[config.mk]
export PLATFORM = sky130hd
export DESIGN_NAME = calmt_decoder
export DESIGN_NICKNAME = d
export VERILOG_FILES = /design/src/rtl/calmt_pkg.sv /design/src/rtl/calmt_counter.sv /design/src/rtl/calmt_decoder.sv /design/src/rtl/calmt_hold.sv
export SDC_FILE = /design/constraint.sdc
export NUM_CORES = 1
export LEC_CHECK = 0
export ABC_AREA = 1
export BUFFER_PORTS_ARGS = -buffer_cell sky130_fd_sc_hd__buf_4
export CAP_MARGIN = 30
export CORE_UTILIZATION = 50
export DETAILED_ROUTE_END_ITERATION = 16
export GPL_TIMING_DRIVEN = 0
export PLACE_DENSITY = 0.74
export SKIP_LAST_GASP = 1
export SLEW_MARGIN = 20
export SYNTH_ARGS = -nofsm -noshare
export SYNTH_HDL_FRONTEND = slang
export SYNTH_SLANG_ARGS = --single-unit
[constraint.sdc]
create_clock -name ref_clk -period 2.3 [get_ports ref_clk]
set_input_delay 0 -clock ref_clk [delete_from_list [all_inputs] [get_ports ref_clk]]
set_output_delay 0 -clock ref_clk [all_outputs]
set_load 0.005 [all_outputs]
[src/rtl/calmt_pkg.sv]
// constants and types for the instruction length and timing decoder
// -----------------------------------------------------------------------
// Overview of operation
// (RQ1) External data moves that write may also write or erase program memory.
// (RQ2) Add, add-carry, subtract-borrow, indirect RAM: one byte, two cycles.
// (RQ3) AND, OR, XOR immediate into direct byte: three bytes, three cycles.
// (RQ4) AND immediate into direct byte: three bytes, three cycles.
// (RQ5) External read via 8-bit register address: one byte, three cycles.
// (RQ6) External write via 16-bit data pointer: one byte, three cycles.
// (RQ7) Code byte read from data pointer plus A: one byte, three cycles.
// (RQ8) Load data pointer with immediate: three bytes, three cycles.
// (RQ9) Move direct byte to direct byte: three bytes, three cycles.
// (RQ10) Store immediate into indirect RAM: two bytes, two cycles.
// (RQ11) Accumulator rotates, plain or through carry: one byte, one cycle.
// (RQ12) Push and pop of a direct byte: two bytes, two cycles each.
// (RQ13) Exchange accumulator with indirect RAM: one byte, two cycles.
// (RQ14) Low nibble exchange with indirect RAM: one byte, two cycles.
// (RQ15) Timing counts clock cycles only; most take as many cycles as bytes.
// (RQ16) The single unused opcode behaves exactly like no-operation.
// (RQ17) Decoder reports length and cycle count for every opcode it takes.
// -----------------------------------------------------------------------
package calmt_pkg;
	// instruction lengths in program bytes
	localparam logic [1:0] LEN_1 = 2'h1;
	localparam logic [1:0] LEN_2 = 2'h2;
	localparam logic [1:0] LEN_3 = 2'h3;
	// execution times in system clock cycles
	localparam logic [3:0] CYC_1 = 4'h1;
	localparam logic [3:0] CYC_2 = 4'h2;
	localparam logic [3:0] CYC_3 = 4'h3;
	localparam logic [3:0] CYC_4 = 4'h4;
	localparam logic [3:0] CYC_8 = 4'h8;
	localparam logic [3:0] CYC_ZERO = 4'h0;
	// opcodes named by the lookup and the checks
	localparam logic [7:0] OP_NOP = 8'h00;
	localparam logic [7:0] OP_UNUSED = 8'hA5;
	localparam logic [7:0] OP_ADD_IND = 8'h26;
	localparam logic [7:0] OP_ANL_DIR_IMM = 8'h53;
	localparam logic [7:0] OP_ORL_DIR_IMM = 8'h43;
	localparam logic [7:0] OP_XRL_DIR_IMM = 8'h63;
	localparam logic [7:0] OP_XREAD_R0 = 8'hE2;
	localparam logic [7:0] OP_XREAD_R1 = 8'hE3;
	localparam logic [7:0] OP_XREAD_DP = 8'hE0;
	localparam logic [7:0] OP_XWRITE_R0 = 8'hF2;
	localparam logic [7:0] OP_XWRITE_R1 = 8'hF3;
	localparam logic [7:0] OP_XWRITE_DP = 8'hF0;
	localparam logic [7:0] OP_CODE_DP = 8'h93;
	localparam logic [7:0] OP_CODE_PC = 8'h83;
	localparam logic [7:0] OP_LOAD_DP = 8'h90;
	localparam logic [7:0] OP_MOV_DIR_DIR = 8'h85;
	localparam logic [7:0] OP_RL = 8'h23;
	localparam logic [7:0] OP_RLC = 8'h33;
	localparam logic [7:0] OP_RR = 8'h03;
	localparam logic [7:0] OP_RRC = 8'h13;
	localparam logic [7:0] OP_PUSH = 8'hC0;
	localparam logic [7:0] OP_POP = 8'hD0;
	localparam logic [7:0] OP_XCH_IND = 8'hC6;
	localparam logic [7:0] OP_NIBBLE_XCH_IND = 8'hD6;
	localparam logic [7:0] OP_MOV_IND_IMM = 8'h76;
	// side-effect classes of an instruction
	typedef enum logic [1:0]
	{
		CLS_NONE = 2'h0,
		CLS_XREAD = 2'h1,
		CLS_XWRITE = 2'h2,
		CLS_CODE = 2'h3
	} calmt_cls_t;
	// decoded view of one opcode
	typedef struct packed
	{
		logic known;
		logic [1:0] len;
		logic [3:0] cyc;
		calmt_cls_t cls;
	} calmt_dec_t;
	localparam int DEC_W = 9;
	localparam calmt_dec_t DEC_RESET = '{1'b0, LEN_1, CYC_1, CLS_NONE};
	// sequencer states, one-hot
	typedef enum logic [1:0]
	{
		ST_IDLE = 2'h1,
		ST_EXEC = 2'h2
	} calmt_state_t;
endpackage : calmt_pkg

[src/rtl/calmt_counter.sv]
// down counter that times the execution of one instruction
`timescale 1ns/1ps
`default_nettype none
module calmt_counter
#(
	parameter int W = 4
)
(
	input wire logic ref_clk,
	input wire logic reset,
	input wire logic load,
	input wire logic [W-1:0] load_value,
	output logic [W-1:0] count,
	output logic last
);
	logic [W-1:0] next_count;

	// load on accept, otherwise count down to zero
	always_comb
	begin
		next_count = count;
		if (load)
			next_count = load_value;
		else if (count != '0)
			next_count = count - W'(1);
	end

	always_ff @(posedge ref_clk)
	begin
		if (reset)
			count <= '0;
		else
			count <= next_count;
	end

	assign last = (count == W'(1));
endmodule : calmt_counter
`default_nettype wire

[src/rtl/calmt_decoder.sv]
// instruction length and cycle-timing decoder, arithmetic/logic/move groups
`timescale 1ns/1ps
`default_nettype none
module calmt_decoder
	import calmt_pkg::*;
(
	input wire logic ref_clk,
	input wire logic reset,
	input wire logic op_valid,
	input wire logic [7:0] op_byte,
	input wire logic pgm_write_enable,
	input wire logic pgm_erase_enable,
	output logic op_ready,
	output logic busy,
	output logic [1:0] instr_len,
	output logic [3:0] instr_cycles,
	output logic instr_known,
	output logic retire,
	output logic ext_data_read_strobe,
	output logic ext_data_write_strobe,
	output logic code_byte_read_strobe,
	output logic pgm_write_strobe,
	output logic pgm_erase_strobe
);
	// -------------------------------------------------------------------
	// opcode lookup
	// -------------------------------------------------------------------
	// length, cycles and class for one opcode; unlisted groups flag unknown
	function automatic calmt_dec_t lookup(input logic [7:0] op);
		calmt_dec_t r;
		logic [3:0] hi;
		logic [3:0] lo;
		r = '{1'b1, LEN_1, CYC_1, CLS_NONE};
		hi = op[7:4];
		lo = op[3:0];
		if ((hi == 4'h2 || hi == 4'h3 || hi == 4'h9) && lo >= 4'h4)
		begin
			// add, add-carry, subtract-borrow
			if (lo == 4'h4 || lo == 4'h5)
				r = '{1'b1, LEN_2, CYC_2, CLS_NONE};
			else if (lo == 4'h6 || lo == 4'h7)
				r = '{1'b1, LEN_1, CYC_2, CLS_NONE}; // [RQ2]
		end
		else if ((hi == 4'h4 || hi == 4'h5 || hi == 4'h6) && lo >= 4'h2)
		begin
			// and, or, exclusive-or
			if (lo == 4'h3)
				r = '{1'b1, LEN_3, CYC_3, CLS_NONE}; // [RQ3] [RQ4]
			else if (lo <= 4'h5)
				r = '{1'b1, LEN_2, CYC_2, CLS_NONE};
			else if (lo <= 4'h7)
				r = '{1'b1, LEN_1, CYC_2, CLS_NONE};
		end
		else if ((hi == 4'h0 || hi == 4'h1) && lo >= 4'h4)
		begin
			// increment and decrement
			if (lo == 4'h5)
				r = '{1'b1, LEN_2, CYC_2, CLS_NONE};
			else if (lo == 4'h6 || lo == 4'h7)
				r = '{1'b1, LEN_1, CYC_2, CLS_NONE};
		end
		else
		begin
			casez (op)
				OP_NOP, OP_UNUSED: r = '{1'b1, LEN_1, CYC_1, CLS_NONE}; // [RQ16]
				OP_RL, OP_RLC, OP_RR, OP_RRC:
					r = '{1'b1, LEN_1, CYC_1, CLS_NONE}; // [RQ11]
				8'hA3, 8'hD4, 8'hE4, 8'hC4: r = '{1'b1, LEN_1, CYC_1, CLS_NONE};
				8'hA4: r = '{1'b1, LEN_1, CYC_4, CLS_NONE};
				8'h84: r = '{1'b1, LEN_1, CYC_8, CLS_NONE};
				8'hF4: r = '{1'b1, LEN_1, CYC_2, CLS_NONE};
				8'b1110_1???, 8'b1111_1???: r = '{1'b1, LEN_1, CYC_1, CLS_NONE};
				8'b1100_1???: r = '{1'b1, LEN_1, CYC_1, CLS_NONE};
				8'hE5, 8'h74, 8'hF5: r = '{1'b1, LEN_2, CYC_2, CLS_NONE};
				8'b1010_1???, 8'b0111_1???: r = '{1'b1, LEN_2, CYC_2, CLS_NONE};
				8'b1000_1???, 8'b1000_011?: r = '{1'b1, LEN_2, CYC_2, CLS_NONE};
				8'b1010_011?: r = '{1'b1, LEN_2, CYC_2, CLS_NONE};
				8'b0111_011?: r = '{1'b1, LEN_2, CYC_2, CLS_NONE}; // [RQ10]
				8'b1110_011?, 8'b1111_011?: r = '{1'b1, LEN_1, CYC_2, CLS_NONE};
				OP_MOV_DIR_DIR: r = '{1'b1, LEN_3, CYC_3, CLS_NONE}; // [RQ9]
				8'h75: r = '{1'b1, LEN_3, CYC_3, CLS_NONE};
				OP_LOAD_DP: r = '{1'b1, LEN_3, CYC_3, CLS_NONE}; // [RQ8]
				OP_CODE_DP, OP_CODE_PC: r = '{1'b1, LEN_1, CYC_3, CLS_CODE}; // [RQ7]
				OP_XREAD_R0, OP_XREAD_R1, OP_XREAD_DP:
					r = '{1'b1, LEN_1, CYC_3, CLS_XREAD}; // [RQ5]
				OP_XWRITE_R0, OP_XWRITE_R1, OP_XWRITE_DP:
					r = '{1'b1, LEN_1, CYC_3, CLS_XWRITE}; // [RQ6]
				OP_PUSH, OP_POP: r = '{1'b1, LEN_2, CYC_2, CLS_NONE}; // [RQ12]
				8'hC5: r = '{1'b1, LEN_2, CYC_2, CLS_NONE};
				8'b1100_011?: r = '{1'b1, LEN_1, CYC_2, CLS_NONE}; // [RQ13]
				8'b1101_011?: r = '{1'b1, LEN_1, CYC_2, CLS_NONE}; // [RQ14]
				default: r = '{1'b0, LEN_1, CYC_1, CLS_NONE};
			endcase
		end
		return r;
	endfunction : lookup

	// -------------------------------------------------------------------
	// sequencer
	// -------------------------------------------------------------------
	calmt_state_t state;
	calmt_state_t next_state;
	calmt_dec_t dec_now;
	calmt_dec_t dec_held;
	logic accept;
	logic [3:0] count;
	logic last;

	assign dec_now = lookup(op_byte);
	assign busy = (state == ST_EXEC);
	// a new opcode may enter in the cycle the previous one retires
	assign retire = busy && last; // [RQ15]
	assign op_ready = !busy || retire;
	assign accept = op_valid && op_ready;

	// idle until an opcode is taken, then run its cycle count
	always_comb
	begin
		next_state = state;
		case (state)
			ST_IDLE:
				if (accept)
					next_state = ST_EXEC;
			ST_EXEC:
				if (retire && !accept)
					next_state = ST_IDLE;
			default:
				next_state = ST_IDLE;
		endcase
	end

	always_ff @(posedge ref_clk)
	begin
		if (reset)
			state <= ST_IDLE;
		else
			state <= next_state;
	end

	// cycle timer, loaded with the decoded count on accept
	calmt_counter #(.W(4)) u_timer
	(
		.ref_clk(ref_clk),
		.reset(reset),
		.load(accept),
		.load_value(dec_now.cyc), // [RQ15]
		.count(count),
		.last(last)
	);

	// decoded fields held for the running instruction
	calmt_hold #(.W(DEC_W), .INIT(DEC_RESET)) u_hold
	(
		.ref_clk(ref_clk),
		.reset(reset),
		.load(accept),
		.d(dec_now),
		.q(dec_held)
	);

	// -------------------------------------------------------------------
	// reported fields and side effects
	// -------------------------------------------------------------------
	// length and cycle count of the running instruction
	assign instr_len = dec_held.len; // [RQ17]
	assign instr_cycles = dec_held.cyc; // [RQ17]
	assign instr_known = dec_held.known;

	// external moves: writes go to program memory when software enabled it
	assign ext_data_read_strobe = retire && (dec_held.cls == CLS_XREAD);
	assign code_byte_read_strobe = retire && (dec_held.cls == CLS_CODE);
	assign pgm_write_strobe = retire && (dec_held.cls == CLS_XWRITE)
		&& pgm_write_enable && !pgm_erase_enable; // [RQ1]
	assign pgm_erase_strobe = retire && (dec_held.cls == CLS_XWRITE)
		&& pgm_write_enable && pgm_erase_enable; // [RQ1]
	assign ext_data_write_strobe = retire && (dec_held.cls == CLS_XWRITE)
		&& !pgm_write_enable; // [RQ1]

	// -------------------------------------------------------------------
	// checks
	// -------------------------------------------------------------------
	// cycles since the last accept, for the timing checks
	logic [3:0] elapsed;
	logic [3:0] next_elapsed;

	// restart at one on accept, then count up and stop at the top
	always_comb
	begin
		next_elapsed = elapsed;
		if (accept)
			next_elapsed = CYC_1;
		else if (elapsed != 4'hF)
			next_elapsed = elapsed + CYC_1;
	end

	always_ff @(posedge ref_clk)
	begin
		if (reset)
			elapsed <= CYC_ZERO;
		else
			elapsed <= next_elapsed;
	end

	add_indirect_a: // [RQ2]
	assert property (@(posedge ref_clk) disable iff (reset)
		accept && (op_byte == OP_ADD_IND)
		|=> instr_len == LEN_1 && instr_cycles == CYC_2 ##1 retire)
	else $error("indirect add not one byte two cycles");

	logic_dir_imm_a: // [RQ3]
	assert property (@(posedge ref_clk) disable iff (reset)
		accept && (op_byte == OP_ORL_DIR_IMM || op_byte == OP_XRL_DIR_IMM)
		|=> (instr_len == LEN_3 && !retire) [*2] ##1 retire)
	else $error("or/xor immediate to direct timing wrong");

	and_dir_imm_a: // [RQ4]
	assert property (@(posedge ref_clk) disable iff (reset)
		accept && (op_byte == OP_ANL_DIR_IMM)
		|=> ##2 retire && instr_len == LEN_3 && elapsed == CYC_3)
	else $error("and immediate to direct timing wrong");

	ext_read_a: // [RQ5]
	assert property (@(posedge ref_clk) disable iff (reset)
		accept && (op_byte == OP_XREAD_R0 || op_byte == OP_XREAD_R1)
		|=> !ext_data_read_strobe [*2] ##1 ext_data_read_strobe
		&& instr_len == LEN_1)
	else $error("external read timing wrong");

	ext_write_a: // [RQ6]
	assert property (@(posedge ref_clk) disable iff (reset)
		accept && (op_byte == OP_XWRITE_DP)
		|=> instr_len == LEN_1 ##2 retire
		&& (ext_data_write_strobe || pgm_write_strobe || pgm_erase_strobe))
	else $error("external write timing wrong");

	pgm_select_a: // [RQ1]
	assert property (@(posedge ref_clk) disable iff (reset)
		retire && (dec_held.cls == CLS_XWRITE) && pgm_write_enable
		|-> !ext_data_write_strobe && (pgm_write_strobe != pgm_erase_strobe))
	else $error("program memory write steering wrong");

	code_read_a: // [RQ7]
	assert property (@(posedge ref_clk) disable iff (reset)
		accept && (op_byte == OP_CODE_DP)
		|=> ##2 code_byte_read_strobe && instr_len == LEN_1)
	else $error("code byte read timing wrong");

	load_dp_a: // [RQ8]
	assert property (@(posedge ref_clk) disable iff (reset)
		accept && (op_byte == OP_LOAD_DP)
		|=> instr_len == LEN_3 && instr_cycles == CYC_3 ##2 retire)
	else $error("data pointer load timing wrong");

	move_dir_a: // [RQ9]
	assert property (@(posedge ref_clk) disable iff (reset)
		accept && (op_byte == OP_MOV_DIR_DIR)
		|=> (busy && !retire) [*2] ##1 retire && instr_len == LEN_3)
	else $error("direct to direct move timing wrong");

	store_ind_a: // [RQ10]
	assert property (@(posedge ref_clk) disable iff (reset)
		accept && (op_byte == OP_MOV_IND_IMM)
		|=> !retire ##1 retire && instr_len == LEN_2)
	else $error("immediate to indirect store timing wrong");

	rotate_a: // [RQ11]
	assert property (@(posedge ref_clk) disable iff (reset)
		accept && (op_byte == OP_RL || op_byte == OP_RLC
		|| op_byte == OP_RR || op_byte == OP_RRC)
		|=> retire && instr_len == LEN_1 && instr_cycles == CYC_1)
	else $error("rotate not single cycle");

	stack_op_a: // [RQ12]
	assert property (@(posedge ref_clk) disable iff (reset)
		accept && (op_byte == OP_PUSH || op_byte == OP_POP)
		|=> instr_len == LEN_2 && !retire ##1 retire)
	else $error("push/pop timing wrong");

	exchange_a: // [RQ13]
	assert property (@(posedge ref_clk) disable iff (reset)
		accept && (op_byte == OP_XCH_IND)
		|=> instr_len == LEN_1 && instr_cycles == CYC_2 ##1 retire)
	else $error("indirect exchange timing wrong");

	nibble_xch_a: // [RQ14]
	assert property (@(posedge ref_clk) disable iff (reset)
		accept && (op_byte == OP_NIBBLE_XCH_IND)
		|=> instr_len == LEN_1 ##1 retire && elapsed == CYC_2)
	else $error("low nibble exchange timing wrong");

	cycle_count_a: // [RQ15]
	assert property (@(posedge ref_clk) disable iff (reset)
		retire |-> elapsed == instr_cycles)
	else $error("retire not at decoded cycle count");

	unused_nop_a: // [RQ16]
	assert property (@(posedge ref_clk) disable iff (reset)
		accept && (op_byte == OP_UNUSED)
		|=> retire && instr_known && instr_len == LEN_1)
	else $error("unused opcode differs from no-operation");

	report_hold_a: // [RQ17]
	assert property (@(posedge ref_clk) disable iff (reset)
		busy && !retire |=> $stable(instr_len) && $stable(instr_cycles))
	else $error("reported fields changed mid instruction");

	strobe_retire_a: // [RQ17]
	assert property (@(posedge ref_clk) disable iff (reset)
		!retire |-> !(ext_data_read_strobe || ext_data_write_strobe
		|| code_byte_read_strobe || pgm_write_strobe || pgm_erase_strobe))
	else $error("side-effect strobe outside retire");

	ready_hold_a: // [RQ15]
	assert property (@(posedge ref_clk) disable iff (reset)
		busy && !retire |-> !op_ready ##1 busy)
	else $error("opcode taken before retire");
endmodule : calmt_decoder
`default_nettype wire

[src/rtl/calmt_hold.sv]
// register that holds the decoded fields of the running instruction
`timescale 1ns/1ps
`default_nettype none
module calmt_hold
#(
	parameter int W = 8,
	parameter logic [W-1:0] INIT = '0
)
(
	input wire logic ref_clk,
	input wire logic reset,
	input wire logic load,
	input wire logic [W-1:0] d,
	output logic [W-1:0] q
);
	logic [W-1:0] next_q;

	// take new contents only when loaded
	always_comb
	begin
		next_q = load ? d : q;
	end

	always_ff @(posedge ref_clk)
	begin
		if (reset)
			q <= INIT;
		else
			q <= next_q;
	end
endmodule : calmt_hold
`default_nettype wire

# Word level (Yosys, flattened, before mapping)

Index checks and enable logic that the tools add are counted.

Flip-flop bits (word level): 15
Input port bits: 13
Output and inout bits: 15
Logic and storage cells: 122

Add/subtract/negate cells: 1
$lt $le $gt $ge: 4
Eq/ne operators: 62
Muxes and demuxes: 15
Reductions and logical operators: 37

Operator list:

| cell                 | count |
|---|---|
| $eq A8 B8 Y1 const B | 23 |
| $pmux W9 S9          | 1 |
| $eq A7 B7 Y1 const B | 6 |
| $mux W9              | 4 |
| $eq A4 B3 Y1 const B | 7 |
| $eq A5 B5 Y1 const B | 5 |
| $mux W8              | 3 |
| $eq A8 B6 Y1 const B | 2 |
| $eq A8 B7 Y1 const B | 2 |
| $mux W4              | 4 |
| $logic_and A1 B1 Y1  | 13 |
| $reduce_or A13 Y1    | 1 |
| $eq A4 B2 Y1 const B | 3 |
| $reduce_or A12 Y1    | 1 |
| $reduce_or A3 Y1     | 3 |
| $eq A4 B1 Y1 const B | 2 |
| $eq A8 B2 Y1 const B | 1 |
| $eq A8 B5 Y1 const B | 1 |
| $le A4 B3 Y1 const B | 2 |
| $logic_not A8 Y1     | 1 |
| $logic_or A1 B1 Y1   | 8 |
| $eq A7 B6 Y1 const B | 1 |
| $eq A2 B2 Y1 const B | 3 |
| $eq A5 B4 Y1 const B | 1 |
| other kinds (16)     | 21 |

# Depth between registers and ports, before layout

Depth after elaboration: 8
Mapped depth: 15
Gate-level depth less buffers: 15

# By module

Synthesis repeated with hierarchy kept, for this count alone.

Cells, all modules: 244
Area total of the unflattened synthesis: 1,342.5 sq um

By module, submodules not included:

| module        | times used | cells each | area an instance (sq um) | seq. area each (sq um) |
|---|---|---|---|---|
| calmt_decoder | 1          | 149        | 690.7                    | 40.0 |
| calmt_hold    | 1          | 54         | 375.4                    | 180.2 |
| calmt_counter | 1          | 41         | 276.5                    | 80.1 |

# Worst setup path after synthesis

OpenSTA, ideal clock, no wires.

Path type: register to register
Start point: register u_timer.count[1]
End point: register u_hold.q[8]
Library setup time: 117 ps
Data arrival time: 1,379 ps
Data required time: 2,183 ps
Slack: 804 ps
Stages on the path, launching flop included: 10
Buffers on the path: 1
Period minus slack after synthesis: 1,496 ps
Path through: dfxtp_1 inv_1 ha_1 nand2_1 nand2_1 nand2_1 inv_1 buf_6 o221ai_1 inv_1

Longest elaborated chain between the ends: 4

Ends and longest elaborated chain:

| item                   | line                 | text |
|---|---|---|
| start, declared        | calmt_counter.sv:13  | `output logic [W-1:0] count,` |
| start signal, assigned | calmt_counter.sv:33  | `count <= next_count;` |
| $eq A4 B1 Y1           | calmt_counter.sv:36  | `assign last = (count == W'(1));` |
| $logic_and A1 B1 Y1    | calmt_decoder.sv:112 | `assign retire = busy && last;` |
| $logic_or A1 B1 Y1     | calmt_decoder.sv:113 | `assign op_ready = !busy \|\| retire;` |
| net op_ready           | calmt_decoder.sv:13  | `output logic op_ready,` |
| $logic_and A1 B1 Y1    | calmt_decoder.sv:114 | `assign accept = op_valid && op_ready;` |
| end signal, assigned   | calmt_hold.sv:29     | `q <= next_q;` |
| end, declared          | calmt_hold.sv:14     | `output logic [W-1:0] q` |

The timed path passes the listed nets, and every way through them passes these cells.
A chain may end at the register's enable or synchronous reset.

# Worst setup path after layout

Start point: register u_timer.count[1]
End point: register u_hold.q[8]

Longest elaborated chain between the ends: 4

Ends and longest elaborated chain:

| item                | line |
|---|---|
| $eq A4 B1 Y1        | calmt_counter.sv:36 |
| $logic_and A1 B1 Y1 | calmt_decoder.sv:112 |
| $logic_or A1 B1 Y1  | calmt_decoder.sv:113 |
| $logic_and A1 B1 Y1 | calmt_decoder.sv:114 |

Every way passes these cells.

==> metrics <==
WL/cell 11.2 um; via count 1480; total track usage 0.250; worst slew pin tran 0.394 ns; Layout fillers 233; Fmax 573 MHz; Mapped Nets 238; Remaining DRCs 0; # Post-CTS Setup Buffers 0; Crit Reg-Reg Startpoint u_timer.count[1]; DP Cell Count 277; post-DP HPWL 2580 um; fin util 0.672; final setup skew 0.00239 ns; GPL Wtd Cong 1.04; largest net degree at the start of global routing 11; CP peak stage delay 0.36 ns; area of the multi-input gates 801 sq um; CTS tree built; Max Root-Sink Buffers 2; ant diodes 0; Net count, final 271; reg2reg end u_hold.q[8]; Root Buffer clkbuf_4; register clock-pin slew on the reported worst setup and hold paths 0.09 ns; Synth Area in Adders 0.0296; Slew Limit Fails 0; Post-Syn Area per Cell 5.72 sq um; CP Data Required Time 2.48 ns; critical path type reg -> reg; min cycle time layout 1.74 ns; clk sink count 15; Crit path arrival time 1.92 ns; Detailed Route Iter0 Violations 90; Rows 17; VDD IR-drop max 0.000444 V; Die Area 0.00275 sq mm; number of global-route vias before repair 1262; Critical Path Start u_timer.count[1]; FF-to-FF path depth 9; CTS Hold Buffers Added 1; Worst setup SP type flop; Leak 0.816 nW; chip width 52.4 um; first-pass GRT wire length 5180 um; status completed; Final Cycle Share 0.759; post-synthesis mux area share 0; Detail Route Antenna Nets 0; CTS resizes 0; CTS Buf Count 3; IO Pins 28; antenna violations before repair 0; Setup TNS 0 ns; largest family of logic cells by synthesized area simple AND/OR/NAND/NOR gates; Post-Synth XOR/XNOR Area 0; Gate Count Post-Synth 222; Synth Area in Compound Gates 0.134; # H-tree levels 1; Fin. Hold Viols 0; Synth Area in Simple Gates 0.467; via/cell ratio 5.25; Port Buffers 27; die height 52.4 um; RSZ-0062 raised after global routing no; Worst-Skew Late Latency 0.28 ns; gr ovfl total 0; Max-slew headroom 0.736; cells along the critical path inv_1 > ha_1 > nand2_1 > nand2_1 > nand2_1 > inv_1 > buf_6 > o221ai_1 > inv_1; Power Density 439 mW/mm^2; Critical Path End Type flop; Post-Synthesis Cell Area 0.00127 sq mm; WL final 3170 um; Core Area 0.00230 sq mm; number of setup violations in the final report 0; Layout area overhead 21.6%; register bit count reported by yosys 15; FF/Latch Area 300 sq um; Crit Path Max Fanout 10; slowest cell on the critical path dfxtp_1; share of layout cells above drive strength 1 0.193; HP Class in -> reg; Initial Utilization 0.553; flop2flop setup slack 0.56 ns; Distinct cells, synth 23; critical path capture point u_hold.q[8]; register area share after synthesis 0.236; Pre-antenna DRT Iters 5; worst hold slack 0.0532 ns; Layout Cells excl Fill 282; Synth Warn # 0; max cap viols 0; Overall Power 0.000677 W
==> sequential cells by signal, summed over array words and instances, names as in the netlist <==
| register | count |
|---|---|
| u_timer.count | 4 |
| state | 2 |
| u_hold.q | 9 |
==> logic make-up after synthesis <==
group | count (synthesis)
buffers and inverters | 37
DFF | 15
AOI/OAI and AO/OA | 30
and+or+nand+nor | 137
adders and majority gates | 3
==> how the worst min path moves through the flow <==
stage / start / endpoint / slack, ns / depth (start not counted)
floorplan: pgm_write_enable / ext_data_write_strobe / 0.03 / 1
global placement: reset / u_hold.q[1] / 0.21 / 2
detailed placement: reset / u_hold.q[0] / 0.22 / 2
CTS: op_valid / state[0] / 0.05 / 4
global route: op_valid / state[0] / 0.05 / 4
finish: op_valid / state[0] / 0.05 / 4
==> critical path, delay by kind of cell (launching register included) <==
kind,cells,cell delay [ns]
flops,1,0.36
buf+inv,4,0.51
fa+ha+maj,1,0.18
compound gates,1,0.16
simple gates,3,0.42
==> placed cells by master, fill, tap and decap left out, types with 2 or more instances in the layout <==
| master | n |
|---|---|
| nand3_2 | 2 |
| a21oi_1 | 14 |
| nand2_1 | 59 |
| buf_4 | 33 |
| dfxtp_1 | 15 |
| nor3_1 | 6 |
| inv_1 | 28 |
| nand2_2 | 2 |
| clkbuf_4 | 3 |
| nor2_1 | 47 |
| inv_2 | 2 |
| nor2_4 | 2 |
| ha_1 | 3 |
| o2111ai_1 | 2 |
| o21ai_0 | 10 |
| nand2_4 | 2 |
| nand3_1 | 15 |
==> final cells by class <==
class                           instances  area share
Timing Repair Buffer                   28       0.138
Multi-Input combinational cell        170       0.519
Buffer                                  7      0.0365
Inverter                               30      0.0729
Tap cell                               28      0.0227
Clock buffer                            4      0.0170
Sequential cell                        15       0.194
==> synthesized netlist by cell type <==
master,number,area share
buf_4,6,0.035
inv_1,28,0.083
o31ai_1,1,0.0059
nand3_2,2,0.016
o2111ai_1,2,0.014
o211ai_1,1,0.0059
o21ai_0,10,0.039
nand3_1,15,0.059
o221ai_1,1,0.0069
dfxtp_1,15,0.24
inv_2,2,0.0059
nor3_1,6,0.024
buf_6,1,0.0089
a21oi_2,1,0.0069
nor2_4,2,0.018
nand4_1,1,0.0049
ha_1,3,0.030
nor2_1,47,0.14
nor2_2,1,0.0049
nand2_4,2,0.018
nand2_2,2,0.0099
nand2_1,59,0.17
a21oi_1,14,0.055
==> routing by layer <==
| metal | global-route usage | routed length (um) | vias to the layer above |
|---|---|---|---|
| met5 | 0 | 0 | - |
| met4 | 0.0482 | 0 | 0 |
| met3 | 0.0638 | 296 | 0 |
| met2 | 0.386 | 1350 | 62 |
| met1 | 0.349 | 1520 | 654 |
| li1 | - | - | 764 |
==> per-stage QoR <==
stage	cell area, sq um	setup slack (ns)
floorplan	1270	0.804
global placement	1510	0.587
detailed placement	1510	0.572
CTS	1540	0.549
global route	1540	0.380
finish	1540	0.555
==> report_power, final <==
part,internal (W),switching (W)
combinational,0.0000922,0.000138
clock,0.0000673,0.0000812
sequential,0.000283,0.0000160
total,0.000442,0.000235
No activity file was read; power rests on OpenSTA's default activity.
